`src/mbd_map.svh`:
```
`ifndef MBD_MAP_SVH
`define MBD_MAP_SVH
// function codes
`define MBD_FC_DIAG 8'h08
`define MBD_FC_EXC_BIT 8'h80
// diagnostic subfunctions, printed decimal numbers
`define MBD_SF_ECHO 16'h0000
`define MBD_SF_RESTART 16'h0001
`define MBD_SF_FAULT 16'h0002
`define MBD_SF_DELIM 16'h0003
`define MBD_SF_LISTEN 16'h0004
`define MBD_SF_CLR_ALL 16'h000A
`define MBD_SF_BUS_MSG 16'h000B
`define MBD_SF_COMM_ERR 16'h000C
`define MBD_SF_EXC_ERR 16'h000D
`define MBD_SF_SLV_MSG 16'h000E
`define MBD_SF_NO_RSP 16'h000F
`define MBD_SF_NAK 16'h0010
`define MBD_SF_BUSY 16'h0011
`define MBD_SF_OVR_CNT 16'h0012
`define MBD_SF_IOP_OVR 16'h0013
`define MBD_SF_CLR_OVR 16'h0014
// standard exception codes
`define MBD_XS_FUNC 8'h01
`define MBD_XS_ADDR 8'h02
`define MBD_XS_VALUE 8'h03
`define MBD_XS_FAIL 8'h04
`define MBD_XS_PARITY 8'h08
// legacy-compatible exception codes
`define MBD_XL_FUNC 8'h00
`define MBD_XL_TYPE 8'h01
`define MBD_XL_ADDR 8'h02
`define MBD_XL_FAIL 8'h0B
`define MBD_XL_COUNT 8'h10
`define MBD_XL_WPROT 8'h15
`define MBD_XL_RANGE 8'h19
`define MBD_XL_ZERO 8'h1D
// counter indices and reset values
`define MBD_CNT_N 6
`define MBD_CNT_OVR 5
`define MBD_ZERO_WORD 16'h0000
`define MBD_DELIM_RST 8'h0A
// ascii hex conversion
`define MBD_ASC_DIGIT 8'h30
`define MBD_ASC_ALPHA 8'h37
`define MBD_NIB_TEN 4'hA
// blink timing
`define MBD_BLINK_MS 250
`define MBD_CLK_KHZ 40000
`endif

```
`src/mbd_pkg.sv`:
```
package mbd_pkg;
  // error cause reported alongside a query
  typedef enum logic [3:0] {
    ERR_NONE, ERR_FUNC, ERR_ADDR, ERR_VALUE, ERR_FAIL, ERR_PARITY,
    ERR_TYPE, ERR_COUNT, ERR_WPROT, ERR_RANGE, ERR_ZERO
  } mbd_err_t;
  // fault status word, first flag in the most significant bit
  typedef struct packed {
    logic fatal;
    logic other_hw;
    logic card_dl;
    logic board_fail;
    logic power_loss;
    logic scan_ovr;
    logic io_fatal;
    logic scan_diag;
    logic rom_diag;
    logic ram_diag;
    logic bad_opcode;
    logic dyn_mem_diag;
    logic watchdog;
    logic os_fatal;
    logic prog_ram_par;
    logic os_ram_par;
  } mbd_fault_t;
  typedef struct packed {
    logic [7:0] func;
    logic [15:0] subfn;
    logic [15:0] data;
    mbd_err_t err;
  } mbd_query_t;
  typedef struct packed {
    logic exc;
    logic [7:0] func;
    logic [7:0] code;
    logic [15:0] subfn;
    logic [15:0] word;
    logic ascii;
    logic [31:0] ascii_word;
  } mbd_resp_t;
  // order matches counter index
  typedef struct packed {
    logic overrun;
    logic no_resp;
    logic slave_msg;
    logic exc_err;
    logic comm_err;
    logic bus_msg;
  } mbd_evt_t;
  typedef enum logic [2:0] {
    ST_IDLE = 3'b001,
    ST_EXEC = 3'b010,
    ST_REPLY = 3'b100
  } mbd_state_t;
endpackage : mbd_pkg

```
`src/mbd_top.sv`:
```
// What this block does
// - function 08 queries carry a 16-bit subfunction selecting the action
// - accept subfunctions 00-04 and 10-20; 00 echoes, 01 restarts
// - subfunction 03 sets ascii delimiter; ignored in rtu framing
// - subfunction 04 enters listen-only; activity indicator blinks then
// - subfunction 10 zeroes all counters and the fault status word
// - subfunctions 11-15 and 18 return the six kept counts
// - subfunction 20 zeroes overrun counter and overrun flag
// - subfunctions 16, 17, 19 always answer a zero word
// - subfunction 02 returns fault word: two bytes rtu, four hex chars ascii
// - fault word first eight flags: fatal through scan diagnostic
// - fault word last eight flags: rom diagnostic through os ram parity
// - compatibility option selects standard or legacy exception codes
// - standard: 01 function, 02 address, 03 value
// - standard: 04 device failure, 08 memory parity
// - legacy: 00 function, 01 data type, 02 address
// - legacy: 0B failure, 10 count range, 15 write protect
// - legacy: 19 start plus count out of range, 1D zero count
`timescale 1ns/10ps
`include "mbd_map.svh"
module mbd_top #(
  parameter int unsigned BLINK_HALF_CYC = `MBD_BLINK_MS * `MBD_CLK_KHZ
) (
  // clock and reset
  input wire logic core_clk,
  input wire logic rst_n,
  // link configuration
  input wire logic ascii_mode,
  input wire logic legacy_nim_compat,
  // query in
  input wire logic qry_valid,
  output logic qry_ready,
  input wire mbd_pkg::mbd_query_t qry,
  // reply out
  output logic rsp_valid,
  input wire logic rsp_ready,
  output mbd_pkg::mbd_resp_t rsp,
  // event pulses and fault sources
  input wire mbd_pkg::mbd_evt_t evt,
  input wire mbd_pkg::mbd_fault_t fault_set,
  // status and side effects
  output mbd_pkg::mbd_fault_t plc_fault_status_word,
  output logic overrun_flag,
  output logic listen_only,
  output logic restart_pulse,
  output logic [7:0] ascii_delim,
  input wire logic activity,
  output logic activity_led
);
  ////////////////////////////////////////////////////////////////////////
  mbd_pkg::mbd_state_t state;
  mbd_pkg::mbd_state_t next_state;
  mbd_pkg::mbd_query_t q;
  logic [15:0] cnt [`MBD_CNT_N];
  logic [`MBD_CNT_N-1:0] evt_v;
  logic [`MBD_CNT_N-1:0] cnt_clr;

  // map an error cause to the code of the selected set
  function automatic logic [7:0] exc_code(input logic legacy,
                                          input mbd_pkg::mbd_err_t e);
    logic [7:0] c;
    c = legacy ? `MBD_XL_FAIL : `MBD_XS_FAIL;
    if (!legacy) begin
      case (e)
        mbd_pkg::ERR_ADDR: c = `MBD_XS_ADDR;
        mbd_pkg::ERR_VALUE: c = `MBD_XS_VALUE;
        mbd_pkg::ERR_PARITY: c = `MBD_XS_PARITY;
        mbd_pkg::ERR_FAIL: c = `MBD_XS_FAIL;
        default: c = `MBD_XS_FUNC;
      endcase
    end else begin
      case (e)
        mbd_pkg::ERR_TYPE: c = `MBD_XL_TYPE;
        mbd_pkg::ERR_ADDR: c = `MBD_XL_ADDR;
        mbd_pkg::ERR_COUNT: c = `MBD_XL_COUNT;
        mbd_pkg::ERR_WPROT: c = `MBD_XL_WPROT;
        mbd_pkg::ERR_RANGE: c = `MBD_XL_RANGE;
        mbd_pkg::ERR_ZERO: c = `MBD_XL_ZERO;
        mbd_pkg::ERR_FAIL: c = `MBD_XL_FAIL;
        default: c = `MBD_XL_FUNC;
      endcase
    end
    return c;
  endfunction : exc_code

  function automatic logic [7:0] hex_char(input logic [3:0] n);
    return (n < `MBD_NIB_TEN) ? `MBD_ASC_DIGIT + 8'(n)
                              : `MBD_ASC_ALPHA + 8'(n);
  endfunction : hex_char

  ////////////////////////////////////////////////////////////////////////
  // decode of the latched query
  wire logic in_exec = (state == mbd_pkg::ST_EXEC);
  wire logic is_diag = (q.func == `MBD_FC_DIAG);
  wire logic sf_ok = (q.subfn <= `MBD_SF_LISTEN) ||
                     ((q.subfn >= `MBD_SF_CLR_ALL) &&
                      (q.subfn <= `MBD_SF_CLR_OVR));
  wire logic no_err = (q.err == mbd_pkg::ERR_NONE);
  wire logic do_diag = in_exec && is_diag && sf_ok && no_err;
  wire logic do_exc = in_exec && !(is_diag && sf_ok && no_err);
  wire logic clr_all = do_diag && (q.subfn == `MBD_SF_CLR_ALL);
  wire logic clr_ovr = do_diag && (q.subfn == `MBD_SF_CLR_OVR);
  wire logic do_restart = do_diag && (q.subfn == `MBD_SF_RESTART);
  wire logic do_listen = do_diag && (q.subfn == `MBD_SF_LISTEN);
  // rtu framing has no delimiter, so the write is dropped there
  wire logic do_delim = do_diag && (q.subfn == `MBD_SF_DELIM) &&
                        ascii_mode;
  // in listen-only only a restart is answered; 04 itself never is
  wire logic silent = !do_restart && (listen_only || do_listen);
  wire logic [15:0] fault_w = plc_fault_status_word;

  // reply word for each subfunction
  logic [15:0] diag_word;
  always_comb begin
    case (q.subfn)
      `MBD_SF_FAULT: diag_word = fault_w;
      `MBD_SF_BUS_MSG: diag_word = cnt[0];
      `MBD_SF_COMM_ERR: diag_word = cnt[1];
      `MBD_SF_EXC_ERR: diag_word = cnt[2];
      `MBD_SF_SLV_MSG: diag_word = cnt[3];
      `MBD_SF_NO_RSP: diag_word = cnt[4];
      `MBD_SF_OVR_CNT: diag_word = cnt[`MBD_CNT_OVR];
      `MBD_SF_NAK, `MBD_SF_BUSY,
      `MBD_SF_IOP_OVR: diag_word = `MBD_ZERO_WORD;
      default: diag_word = q.data; // echo for 00, 01, 03, 04, 10, 20
    endcase
  end

  ////////////////////////////////////////////////////////////////////////
  // control sequence: take query, act one cycle, hold reply
  assign qry_ready = (state == mbd_pkg::ST_IDLE);
  assign rsp_valid = (state == mbd_pkg::ST_REPLY);
  always_comb begin
    case (state)
      mbd_pkg::ST_IDLE:
        next_state = qry_valid ? mbd_pkg::ST_EXEC : mbd_pkg::ST_IDLE;
      mbd_pkg::ST_EXEC:
        next_state = silent ? mbd_pkg::ST_IDLE : mbd_pkg::ST_REPLY;
      mbd_pkg::ST_REPLY:
        next_state = rsp_ready ? mbd_pkg::ST_IDLE : mbd_pkg::ST_REPLY;
      default: next_state = mbd_pkg::ST_IDLE;
    endcase
  end

  always_ff @(posedge core_clk or negedge rst_n) begin
    if (!rst_n) begin
      state <= mbd_pkg::ST_IDLE;
      q <= '0;
    end else begin
      state <= next_state;
      if (qry_valid && qry_ready) begin
        q <= qry;
      end
    end
  end

  // reply register, built in the exec cycle
  always_ff @(posedge core_clk or negedge rst_n) begin
    if (!rst_n) begin
      rsp <= '0;
    end else if (in_exec) begin
      rsp.exc <= do_exc;
      rsp.func <= do_exc ? (q.func | `MBD_FC_EXC_BIT) : q.func;
      rsp.code <= do_exc ? exc_code(legacy_nim_compat, q.err)
                         : 8'h00;
      rsp.subfn <= q.subfn;
      rsp.word <= diag_word;
      rsp.ascii <= ascii_mode;
      for (int i = 0; i < 4; i++) begin
        rsp.ascii_word[i*8 +: 8] <= hex_char(diag_word[i*4 +: 4]);
      end
    end
  end

  ////////////////////////////////////////////////////////////////////////
  // mode flags and delimiter
  always_ff @(posedge core_clk or negedge rst_n) begin
    if (!rst_n) begin
      listen_only <= 1'b0;
      restart_pulse <= 1'b0;
      ascii_delim <= `MBD_DELIM_RST;
    end else begin
      restart_pulse <= do_restart;
      if (do_listen) begin
        listen_only <= 1'b1;
      end else if (do_restart) begin
        listen_only <= 1'b0;
      end
      if (do_delim) begin
        ascii_delim <= q.data[15:8];
      end
    end
  end

  ////////////////////////////////////////////////////////////////////////
  // counters; our own exceptions also count as exception errors
  assign evt_v = evt | {3'b000, do_exc, 2'b00};
  genvar g;
  generate
    for (g = 0; g < `MBD_CNT_N; g++) begin : g_cnt
      assign cnt_clr[g] = clr_all || (clr_ovr && g == `MBD_CNT_OVR);
      // an event in the clearing cycle is kept: set beats clear
      always_ff @(posedge core_clk or negedge rst_n) begin
        if (!rst_n) begin
          cnt[g] <= `MBD_ZERO_WORD;
        end else if (evt_v[g]) begin
          cnt[g] <= cnt_clr[g] ? 16'h0001 : cnt[g] + 16'h0001;
        end else if (cnt_clr[g]) begin
          cnt[g] <= `MBD_ZERO_WORD;
        end
      end
    end
  endgenerate

  // sticky flags; set wins over clear
  always_ff @(posedge core_clk or negedge rst_n) begin
    if (!rst_n) begin
      plc_fault_status_word <= '0;
      overrun_flag <= 1'b0;
    end else begin
      plc_fault_status_word <= fault_set |
        (clr_all ? '0 : plc_fault_status_word);
      overrun_flag <= evt.overrun ||
        (overrun_flag && !(clr_ovr || clr_all));
    end
  end

  ////////////////////////////////////////////////////////////////////////
  // activity indicator blinks in listen-only
  mbd_blink #(.HALF_CYC(BLINK_HALF_CYC)) u_blink (
    .core_clk(core_clk),
    .rst_n(rst_n),
    .blink_en(listen_only),
    .steady(activity),
    .led(activity_led)
  );
endmodule : mbd_top

```
`src/mbd_blink.sv`:
```
`timescale 1ns/10ps
`include "mbd_map.svh"
module mbd_blink #(
  parameter int unsigned HALF_CYC = `MBD_BLINK_MS * `MBD_CLK_KHZ
) (
  // clock and reset
  input wire logic core_clk,
  input wire logic rst_n,
  // control
  input wire logic blink_en,
  input wire logic steady,
  // indicator
  output logic led
);
  logic [23:0] cnt;
  logic phase;
  wire logic cnt_end = (cnt == 24'(HALF_CYC - 1));
  // half-period divider, restarts whenever blinking is off
  always_ff @(posedge core_clk or negedge rst_n) begin
    if (!rst_n) begin
      cnt <= 24'h000000;
      phase <= 1'b0;
    end else if (!blink_en || cnt_end) begin
      cnt <= 24'h000000;
      phase <= blink_en ? ~phase : 1'b1;
    end else begin
      cnt <= cnt + 24'h000001;
    end
  end
  // steady follows normal activity outside listen-only
  always_ff @(posedge core_clk or negedge rst_n) begin
    if (!rst_n) begin
      led <= 1'b0;
    end else begin
      led <= blink_en ? phase : steady;
    end
  end
endmodule : mbd_blink

```
`config.mk`:
```
export PLATFORM = sky130hd
export DESIGN_NAME = mbd_top
export DESIGN_NICKNAME = d
export VERILOG_FILES = /design/src/mbd_pkg.sv /design/src/mbd_top.sv /design/src/mbd_blink.sv
export VERILOG_INCLUDE_DIRS = /design/src /design/src/src
export SDC_FILE = /design/constraint.sdc
export NUM_CORES = 1
export LEC_CHECK = 0
export BUFFER_PORTS_ARGS = -buffer_cell sky130_fd_sc_hd__buf_2
export CAP_MARGIN = 40
export CORE_MARGIN = 2
export CORE_UTILIZATION = 45
export CTS_BUF_LIST = sky130_fd_sc_hd__clkbuf_4 sky130_fd_sc_hd__clkbuf_8 sky130_fd_sc_hd__clkbuf_16
export CTS_CLUSTER_DIAMETER = 200
export DETAILED_ROUTE_END_ITERATION = 10
export MAX_ROUTING_LAYER = met4
export PLACE_DENSITY = 0.72
export SKIP_LAST_GASP = 1
export SYNTH_ARGS = -nofsm -noshare
export SYNTH_HDL_FRONTEND = slang
export SYNTH_SLANG_ARGS = --single-unit
```
`constraint.sdc`:
```
create_clock -name core_clk -period 3 [get_ports core_clk]
set_clock_uncertainty 0.05 [all_clocks]
set_input_delay 0.15 -clock core_clk [delete_from_list [all_inputs] [get_ports core_clk]]
set_output_delay 0.15 -clock core_clk [all_outputs]
set_load 0.02 [all_outputs]
```
[After elaboration in Yosys (flattened, before gate mapping)]
Index checks and enable logic that the tools add are counted.
Storage, ports and cells
  flip-flop bits (word level): 278
  latch bits: 0
  memory bits (writable): 0
  ROM bits: 0
  input port bits: 73
  memories kept: 0
Cells by class
  add/subtract/negate cells: 15
  $mul: 0
  divide/modulo/power cells: 0
  magnitude comparators: 7
  equality and inequality tests: 29
  shift-type cells: 0
  muxes and demuxes: 34
  bitwise gates (word level): 3
  reductions and logical operators: 34
Operators with widths (count)
  two-way mux 16 bit: 15
  one-hot mux 16 bit (8 select lines): 1
  adder 16 x 1 -> 16 bit (second input constant): 6
  == test 16 x 4 -> 1 bit (second input constant): 6
  == test 16 x 5 -> 1 bit (second input constant): 5
  adder 6 x 4 -> 7 bit (first input constant): 8
  one-hot mux 5 bit (7 select lines): 1
  == test 16 x 2 -> 1 bit (second input constant): 2
  two-way mux 7 bit: 4
  adder 24 x 1 -> 24 bit (second input constant): 1
  == test 24 bit (second input constant): 1
  two-way mux 24 bit: 1
  two-way mux 8 bit: 3
  == test 16 x 1 -> 1 bit (second input constant): 1
  == test 16 x 3 -> 1 bit (second input constant): 1
  == test 4 x 3 -> 1 bit (second input constant): 4
  greater-or-equal comparator 16 x 4 -> 1 bit (second input constant): 1
  <= comparator 16 x 3 -> 1 bit (second input constant): 1
  <= comparator 16 x 5 -> 1 bit (second input constant): 1
  logical AND 1 bit: 16
  less-than comparator 4 bit (second input constant): 4
  bitwise OR 16 bit: 1
  one-hot mux 4 bit (4 select lines): 1
  nonzero test 2 bit: 7
  16 further kinds: 30

[Depth between registers and ports, before layout]
Gate-level depths: netlist of run 1.
  word-level depth: 10
  depth in mapped cells: 12

[Cells and area by module]
From an unflattened synthesis of run 1, not the netlist that was laid out.
Unflattened totals
  cells, all modules: 1225
  area, all modules: 12831.1 um2
By module, submodules not included
  mbd_top: times used 1, cells each 1089, area each 11521.0 um2, seq. area each 6134.6 um2
  mbd_blink: times used 1, cells each 136, area each 1310.0 um2, seq. area each 650.6 um2

[Worst setup path before layout of run 1]
No wires, ideal clock.
  path kind: reg-to-reg
  from: register q[29] (netlist bit)
  to: register rsp[4] (netlist bit)
  library setup time: 0.125 ns
  data arrival time: 2.675 ns
  data required time: 2.825 ns
  setup slack: 0.151 ns
  cell stages (with the launch flop): 12
  period minus slack after synthesis: 2.849 ns
  cells stage by stage: dfrtp_1 > or4_1 > buf_4 > nor4_4 > buf_6 > a22oi_1 > nand2_1 > a21oi_1 > ha_1 > or2_1 > a211oi_2 > nor2_1
On the way
  longest elaborated chain between the ends: 5
RTL lines
  start, declared: line mbd_top.sv:53  | mbd_pkg::mbd_query_t q;
  start signal, assigned: line mbd_top.sv:152  | q <= qry;
  == test 16 x 5 -> 1 bit: line mbd_top.sv:115  | case (q.subfn)
  OR reduction 3 bit: line mbd_top.sv:115
  one-hot mux 16 bit (8 select lines) *: line mbd_top.sv:115
  adder 6 x 4 -> 7 bit (no source line) or less-than comparator 4 bit (tied branches)
  two-way mux 7 bit *: line mbd_top.sv:87  | return (n < `MBD_NIB_TEN) ? `MBD_ASC_DIGIT + 8'(n)
  end, declared: line mbd_top.sv:37  | output mbd_pkg::mbd_resp_t rsp,
Every way passes the cells marked *; elsewhere a longest branch is shown, timed or not.
A chain may end at the register's enable or synchronous reset.

[Worst setup path after layout of run 1]
  from: register q[29] (netlist bit)
  to: register rsp[10] (netlist bit)
Same word-level chain as after synthesis.

==> run metrics, run 1 <==
outcome completed; fraction of registers with async set/reset 1.00; share of the yosys chip area belonging to registers 0.523; Avg Inst Size Synth ~10 µm²; CP Cell Sequence or4_1 > buf_4 > nor4_2 > buf_4 > buf_4 > a22oi_1 > o211ai_1 > inv_2 > ha_1 > nand2_1 > mux2i_1 > o21ai_1; num ports 185; first-pass GRT wire length 55700 µm; clock sink count around 270; Worst-path clk slew about 0.06 ns; crit path DAT ~3.3 ns; fin. max-slew vios 0; Synth Register Bits 271; Vias ~10k; Distinct cells, synth 79; worst slack at placement 0.0453 ns; Tot Pwr approximately 0.014 W; Crit path largest cell delay 0.54 ns; Hold Fails Final Rpt 0; Final min period between 2 and 3 ns; port bufs between 150 and 200; crit-path leading delay family simple AND/OR/NAND/NOR gates; Synth area leader dfrtp_1; Synth Flop Type dfrtp_1; starting density of the core 0.454; Die Wd about 170 µm; Worst-Skew Late Latency 0.57 ns; FMAX roughly 350 MHz; Detailed Route WL ~35000 µm; Commonest cells post-synth 268 x dfrtp_1, 189 x nand2_1, 158 x nor2_1; critical path launch point type flip-flop; CTS tree yes; Site Rows 62; largest net degree at the start of global routing 100; layout cells sized above 1 0.239; post-layout net count around 1.6k; leakage around 7.5 nW; fillers roughly 2.5k; vias per cell between 5 and 6; setup_tns 0 ns; grt ovf 0; WP buf/inv 4; DP HPWL roughly 25000 µm; # DRC 0; number of global-route vias before repair 10.3k; Num CTS Buffers 29; Final WS setup around 0.11 ns; register area just under 7000 µm²; area grow syn2layout 24.9%; most numerous cell in the Yosys netlist dfrtp_1; routability cong. between 0.9 and 1; H-Tree Level Count 1; kind of end point of the critical path flip-flop; post-route ant nets 0; Tightest Hold Check Type input pin to flip-flop; Worst VDD drop 0.466 mV; worst hold slack ~0.032 ns; Mapped Cells approximately 1.3k; Crit Path Category flip-flop to flip-flop; GRT Overall Usage 0.239; root buffer cell clkbuf_16; Max-cap violations 0; PD cells ~870 nW/µm²; die area 30200 µm²; # setup viols final 0; initial antenna violation count 2; Critical Path Slowest Stage Cell or4_1; drt wl/cell approximately 18 µm; synth top area cells dfrtp_1 52%, nand2_1 5.5%, xor2_1 5.2%, nor2_1 4.6%, mux2_2 4.3%; slew margin rel. 0.470; multi-input logic area 5900 µm²; drt pass-1 iters 5; Chip Height 174 µm; core area between 20000 and 30000 µm²; Synth Cell Area 13000 µm²; Worst Tran Pin Value about 0.80 ns; CTS Buffer Depth 3; Critical Path RT about 3.4 ns; synth warn 0; Final Cycle Share 0.964; violation count after the first detailed-route iteration roughly 1.0k; Most Frequent Cell on Critical Path buf_4; Worst Path Max Fanout 11; top-area cell type share of the netlist area 0.517; EDFF count, synth 0
-- layout make-up --
cell class                      instances  share of cell area
Tap cell                              384              0.0297
Antenna cell                            2            0.000309
Clock inverter                         11             0.00603
Sequential cell                       271               0.419
Inverter                               19             0.00440
Multi-Input combinational cell        908               0.364
Clock buffer                           38              0.0501
Timing Repair Buffer                  292               0.126
-- sequential cells by signal, summed over array words and instances (netlist names) --
name	flops
rsp	75
overrun_flag	1
u_blink.phase	1
q	44
u_blink.led	1
state	3
restart_pulse	1
u_blink.cnt	24
cnt	96
plc_fault_status_word	16
listen_only	1
ascii_delim	8
-- power breakdown --
group | switching, W | internal, W
combinational | 0.00285 | 0.00204
sequential | 0.00101 | 0.00470
clock | 0.00147 | 0.00198
total | 0.00533 | 0.00872
-- routing by layer --
layer	global-route usage	part of all wire	wire length (µm)
met1	0.307	0.42	15000
met4	0.0931	0.041	1450
met2	0.373	0.47	16600
met3	0.0511	0.066	2350
met5	-	0	0
-- logic make-up (layout without fill, tap and decap cells) --
| family | Yosys count | count (layout) | share of synthesized area |
|---|---|---|---|
| buf+inv | 80 | 360 | 0.0272 |
| xor+xnor | 112 | 112 | 0.0756 |
| compound gates | 163 | 163 | 0.0904 |
| fa+ha+maj | 11 | 11 | 0.0106 |
| simple gates | 544 | 544 | 0.201 |
| other cells | 1 | 9 | 0.000289 |
| flops | 271 | 271 | 0.523 |
| mux | 71 | 71 | 0.0721 |
-- what timing repair did --
action                                  CTS  global route
hold endpoints to repair                183             0
endpoints found under the setup margin    0            16
hold buffers                             69             0
gates resized for setup                   0             7
setup buffers                             0             1
-- path summary, 6_finish.rpt --
kind | depth (start not counted) | end | startpoint | slack, ns
max in group asynchronous | 3 | rsp[58] | rst_n | 1.92
hold reg to reg | 1 | u_blink.cnt[0] | u_blink.cnt[0] | 0.40
setup / recovery | 12 | rsp[10] | q[29] | 0.11
min in group asynchronous | 2 | u_blink.cnt[9] | rst_n | 0.17
hold / removal | 3 | q[22] | qry[22] | 0.03
setup reg to reg | 12 | rsp[10] | q[29] | 0.11
-- stage by stage --
step,cells,utilization,area (µm²)
after floorplan,1259,-,13000
after global placement,1804,0.510,14500
after detailed placement,1804,0.510,14500
after CTS,1922,0.566,16100
after global routing,1925,0.567,16200
final,1925,0.567,16200
-- cells in the final DEF, fill, tap and decap left out, types with 10 or more instances in the layout --
cell and instances:
dlygate4sd3_1 69, buf_4 37, mux4_2 13, nand3_1 38, dfrtp_1 268, a22o_1 10
xor2_1 77, a22oi_1 20, mux2_2 49, ha_1 11, nand4_1 36, a21o_1 27
nand2_1 188, nor4_1 12, buf_2 176, and3_1 30, inv_1 17, o21ai_0 31
a21oi_1 10, and2_1 13, nor2_1 158, clkbuf_16 29, xnor2_1 35
-- tightest hold or removal path, stage by stage --
cell and delay (ns):
buf_2 0.08, nand2_1 0.09, o21ai_0 0.23
Power figures use the tool's default switching activity.
==> inputs of run 2 (changes only) <==
GPL_TIMING_DRIVEN = 0   (was not set)
==> run 2 against run 1 <==
  * The run now ends with setup timing left
  * Critical endpoint is now plc_fault_status_word[11]
  * Register-to-register slack worse by 0.17 ns
  * Wire length is 4.3% higher
  * Setup slack worse by 0.17 ns
  * Cell count is 2.5% higher
  * Clock-buffer cell count is 11 higher
  * Sequential share of layout area is 1.1 points lower
  * Hold slack better by 0.080 ns
  * Power is 2.6% higher
  * Combinational power is 4% higher
  * Critical path depth is 2 lower
  * Fmax is 5.5% lower
  * Sequential power hardly changed
==> run metrics, run 2 (same netlist as run 1, synthesis figures left out) <==
outcome complete, but fails checks; failing checks setup timing; critical path launch point type flip-flop; routability cong. between 0.9 and 1; starting density of the core 0.454; final core occ 0.582; root buffer cell clkbuf_16; max FFs per register 96; Num CTS Buffers 30; Detailed Route WL 36900 µm; Worst Path Max Fanout 10; slew margin rel. 0.484; crit path DAT between 3 and 4 ns; Vias between 10k and 15k; CTS tree yes; R2R depth 10; most frequent cells in the layout 268 x dfrtp_1, 189 x nand2_1, 182 x buf_2, 158 x nor2_1, 77 x xor2_1; RSZ-0062 raised after global routing true; H-Tree Level Count 1; Hold Fails Final Rpt 0; fin. max-slew vios 0; Most Frequent Cell on Critical Path buf_4; DP HPWL around 26000 µm; violation count after the first detailed-route iteration 933; setup_tns -0.667 ns; first-pass GRT wire length 58100 µm; Crit path largest cell delay slightly above 0.6 ns; Largest Register cnt; Tightest Hold Check Type input pin to async pin; Worst Tran Pin Value between 0.7 and 0.8 ns; layout cells sized above 1 0.254; Tot Pwr ~0.014 W; FMAX between 300 and 400 MHz; Worst-path clk slew approximately 0.060 ns; post-route ant nets 0; Max-cap violations 0; largest net degree at the start of global routing roughly 120; Post-DP Area roughly 14000 µm²; PD cells a little under 900 nW/µm²; Worst-Skew Late Latency between 0.5 and 0.6 ns; antenna cells 0; Site Rows 62; crit-path leading delay family simple AND/OR/NAND/NOR gates; initial antenna violation count 0; vias per cell 5.53; Crit Path Category flip-flop to flip-flop; num ports approximately 190; CTS Buffer Depth 3; # DRC 0; Final WS setup -0.0598 ns; Worst VDD drop 0.502 mV; GRT Overall Usage 0.249; Die Wd 174 µm; Final min period 3.06 ns; core area 28500 µm²; Finished Cell Area 16600 µm²; kind of end point of the critical path flip-flop; post-layout net count 1649; leakage 7.73 nW; Post-Layout Cell Count 1973; WP buf/inv 4; # setup viols final 23; clock sink count around 270; drt wl/cell between 15 and 20 µm; R2R Path End plc_fault_status_word[11]; die area ~30000 µm²; Critical Path RT about 3.4 ns; Worst R2R Start q[34]; grt ovf 0; number of global-route vias before repair 10.6k; Critical Path Slowest Stage Cell or4_4; R2R Setup Slk -0.06 ns; leading cell type in the layout, fill and taps excluded dfrtp_1; CP Cell Sequence or4_4 > buf_12 > nor3_4 > buf_4 > o2111ai_4 > nor4_2 > nand4b_1 > buf_4 > buf_4 > a21o_1; Chip Height 174 µm; drt pass-1 iters 5; # placed instances between 1.5k and 2k; Final Cycle Share 1.02; port bufs approximately 180; fillers between 2k and 2.5k; Largest regs cnt x96, rsp x75, q x44; area grow syn2layout 28.1%
run 2: what timing repair did:
item                                    in CTS  in global routing
buffers inserted                            13                  9
hold endpoints to repair                   156                  0
resized for setup                           35                 39
endpoints found under the setup margin     143                132
pin swaps                                    5                 10
hold buffers                                71                  0
run 2: per-stage QoR:
step                hold slack [ns]  worst slack (ns)
floorplan                    -0.196             0.151
global placement              0.277             -3.18
detailed placement            0.101            -0.659
CTS                           0.118          -0.00843
global route                  0.160            -0.182
finish                        0.111           -0.0598
run 2: layout make-up:
type | instances | area (µm²) | area share
well taps | 384 | 480 | 0.0289
clock inverters | 7 | 40.0 | 0.00241
plain buffers | 60 | 353 | 0.0212
inverters | 19 | 71.3 | 0.00429
repair buffers | 275 | 1860 | 0.112
clock buffers | 49 | 973 | 0.0586
multi-input cells | 908 | 6050 | 0.364
flip-flops and latches | 271 | 6790 | 0.408
run 2: report_power, final:
part | switching, W | internal [W]
Combinational | 0.00301 | 0.00206
Clock | 0.00146 | 0.00221
Sequential | 0.000977 | 0.00470
run 2: how the worst max path moves through the flow:
| stage | from | to | slack, ns | cells after the start |
|---|---|---|---|---|
| floorplan | q[29] | rsp[4] | 0.15 | 11 |
| global placement | rst_n | cnt[52] | -3.18 | 1 |
| detailed placement | q[29] | rsp[4] | -0.66 | 10 |
| CTS | q[23] | rsp[0] | -0.008 | 8 |
| global route | q[30] | rsp[10] | -0.18 | 11 |
| finish | q[34] | plc_fault_status_word[11] | -0.06 | 10 |
run 2: layer usage:
metal  vias to the layer above  wire length (µm)  global-route usage
li1                       4979                 -                   -
met3                        97              2050              0.0281
met2                       418             17500               0.399
met5                         -                 0                   -
met4                         0              1590              0.0963
met1                      5414             15800               0.327
==> inputs of run 3 (changes only) <==
PLACE_DENSITY = 0.69   (was 0.72)
==> run 3 against run 2 <==
  * The run now ends clean
  * Sequential cell count unchanged
  * Final area rose by 0.36%
  * Clock power grew 2%
  * Sequential share of layout area is 0.15 points lower
  * First-iteration DRC count is 2.9% lower
  * Critical path depth rose by 1
  * Hold slack improved by 0.050 ns
  * Critical endpoint is now cnt[48]
  * Largest power group unchanged
==> run metrics, run 3 (same netlist as run 1, synthesis figures left out) <==
outcome completed; critical path launch point type flip-flop; Crit path largest cell delay between 0.6 and 0.7 ns; R2R Setup Slk ~0.03 ns; post-layout net count between 1.5k and 2k; Most Frequent Cell on Critical Path buf_6; Num CTS Buffers 29; first-pass GRT wire length about 59000 µm; Max-cap violations 0; Vias around 11k; combinational power share 0.353; largest net degree at the start of global routing between 90 and 100; vias per cell about 5.6; initial antenna violation count 0; crit path launch q[33]; Worst setup endpoint cnt[48]; GRT Overall Usage 0.251; routability cong. 0.910; root buffer cell clkbuf_16; crit path DAT between 3 and 4 ns; Largest Register cnt; internal power between 0.009 and 0.01 W; antenna cells 0; max FFs per register 96; net switching power figure around 0.0055 W; area grow syn2layout 28.6%; Worst Tran Pin Value a little under 0.8 ns; layout cells sized above 1 0.256; Hold Fails Final Rpt 0; PD cells approximately 870 nW/µm²; R2R depth 11; Worst R2R Start q[33]; Largest regs cnt x96, rsp x75, q x44; grt ovf 0; post-route ant nets 0; Post-DP Area roughly 14000 µm²; CP Cell Sequence or4_4 > buf_12 > nor3_4 > buf_6 > o2111ai_4 > nor4_2 > nand4b_1 > buf_6 > buf_4 > nand2_1 > xnor2_1; H-Tree Level Count 1; Critical Path Slowest Stage Cell or4_4; crit-path leading delay family simple AND/OR/NAND/NOR gates; CTS Buffer Depth 3; Chip Height approximately 170 µm; Worst-path clk slew about 0.060 ns; starting density of the core 0.454; DP HPWL 26100 µm; most frequent cells in the layout 268 x dfrtp_1, 188 x nand2_1, 181 x buf_2, 158 x nor2_1, 77 x xor2_1; Sw Ratio 0.379; final core occ 0.584; Worst Path Max Fanout 8; Final min period ~3.0 ns; leading cell type in the layout, fill and taps excluded dfrtp_1; CP Depth 11; leakage a little under 8 nW; RSZ-0062 raised after global routing true; core area 28500 µm²; drt pass-1 iters 6; fin. max-slew vios 0; slew margin rel. 0.481; Crit Path Category flip-flop to flip-flop; worst slack at placement -0.678 ns; FMAX about 340 MHz; Final Cycle Share 0.990; Die Wd roughly 170 µm; die area 30200 µm²; CTS tree yes; port bufs 177; drt wl/cell between 15 and 20 µm; Worst VDD drop between 0.4 and 0.5 mV; # DRC 0; R2R Path End cnt[48]; Finished Cell Area 16700 µm²; Site Rows 62; WP buf/inv 4; Clk pwr share 0.257; Worst-Skew Late Latency ~0.54 ns; Critical Path RT between 3 and 4 ns; power share of the sequential group 0.390; num ports about 190; violation count after the first detailed-route iteration 906; number of global-route vias before repair roughly 11k; Tightest Hold Check Type input pin to async pin; Post-Layout Cell Count just under 2k; Final WS setup between 0.02 and 0.03 ns; Detailed Route WL roughly 38000 µm; # placed instances ~1.8k; kind of end point of the critical path flip-flop; clock sink count 271; # setup viols final 0
==> run 3: cell count changes in the layout (fill, tap and decap cells not counted), sizes merged <==
cell      delta
buf          +6
bufinv       +3
clkbuf       -5
clkinvlp     -1
==> run 3: through the flow <==
step | TNS [ns] | hold WS, ns | power, W
global placement | -904.72 | 0.276 | 0.0102
floorplan | 0 | -0.196 | 0.00867
detailed placement | -45.56 | 0.153 | 0.0104
finish | 0 | 0.161 | 0.0146
global route | -2.49 | 0.218 | 0.0153
CTS | -0.0159 | 0.0000600 | 0.0143
==> run 3: final cells by class <==
class / count / area [µm²]
well taps: 384 / 480
fillers: 2402 / 11900
plain buffers: 60 / 348
repair buffers: 281 / 1930
flip-flops and latches: 271 / 6790
multi-input cells: 908 / 6060
inverters: 19 / 71.3
clock inverters: 9 / 126
clock buffers: 44 / 876
==> run 3: worst reg2reg max path: stages (launching register included) <==
cell and delay, ns:
dfrtp_1 0.42, or4_4 0.61, buf_12 0.19, nor3_4 0.23, buf_6 0.16, o2111ai_4 0.13
nor4_2 0.36, nand4b_1 0.17, buf_6 0.18, buf_4 0.18, nand2_1 0.09, xnor2_1 0.11
==> run 3: routing by layer <==
| layer | wire length [µm] | track usage | vias to the layer above |
|---|---|---|---|
| li1 | - | - | 5000 |
| met1 | 15900 | 0.326 | 5443 |
| met2 | 18200 | 0.402 | 448 |
| met3 | 2500 | 0.0382 | 91 |
| met4 | 1190 | 0.0903 | 0 |
| met5 | 0 | - | - |
==> run 3: power by group through the flow <==
stage	Combinational, W	Sequential (W)	Clock (W)
5_1_grt	0.00557	0.00582	0.00395
6_report	0.00515	0.00569	0.00374
3_5_place_dp	0.00469	0.00568	0
4_1_cts	0.00491	0.00563	0.00379
2_1_floorplan	0.00272	0.00594	0
3_3_place_gp	0.00456	0.00564	0
==> run 3: timing repair <==
action                                  CTS  global route
gates resized for setup                  35            45
hold endpoints to repair                170             1
hold buffers                             70             1
setup buffers                            14            14
pin swaps                                 3             9
endpoints found under the setup margin  147           131
==> run 3: worst min path at each step <==
stage,start,to,slack (ns),depth (start not counted)
6_report,rst_n,u_blink.cnt[9],0.16,2
5_1_grt,rst_n,u_blink.cnt[9],0.22,2
4_1_cts,evt[2],cnt[48],0.00006,3
3_5_place_dp,rst_n,u_blink.cnt[12],0.15,1
3_3_place_gp,fault_set[11],plc_fault_status_word[11],0.28,2
2_1_floorplan,rst_n,ascii_delim[0],-0.20,0
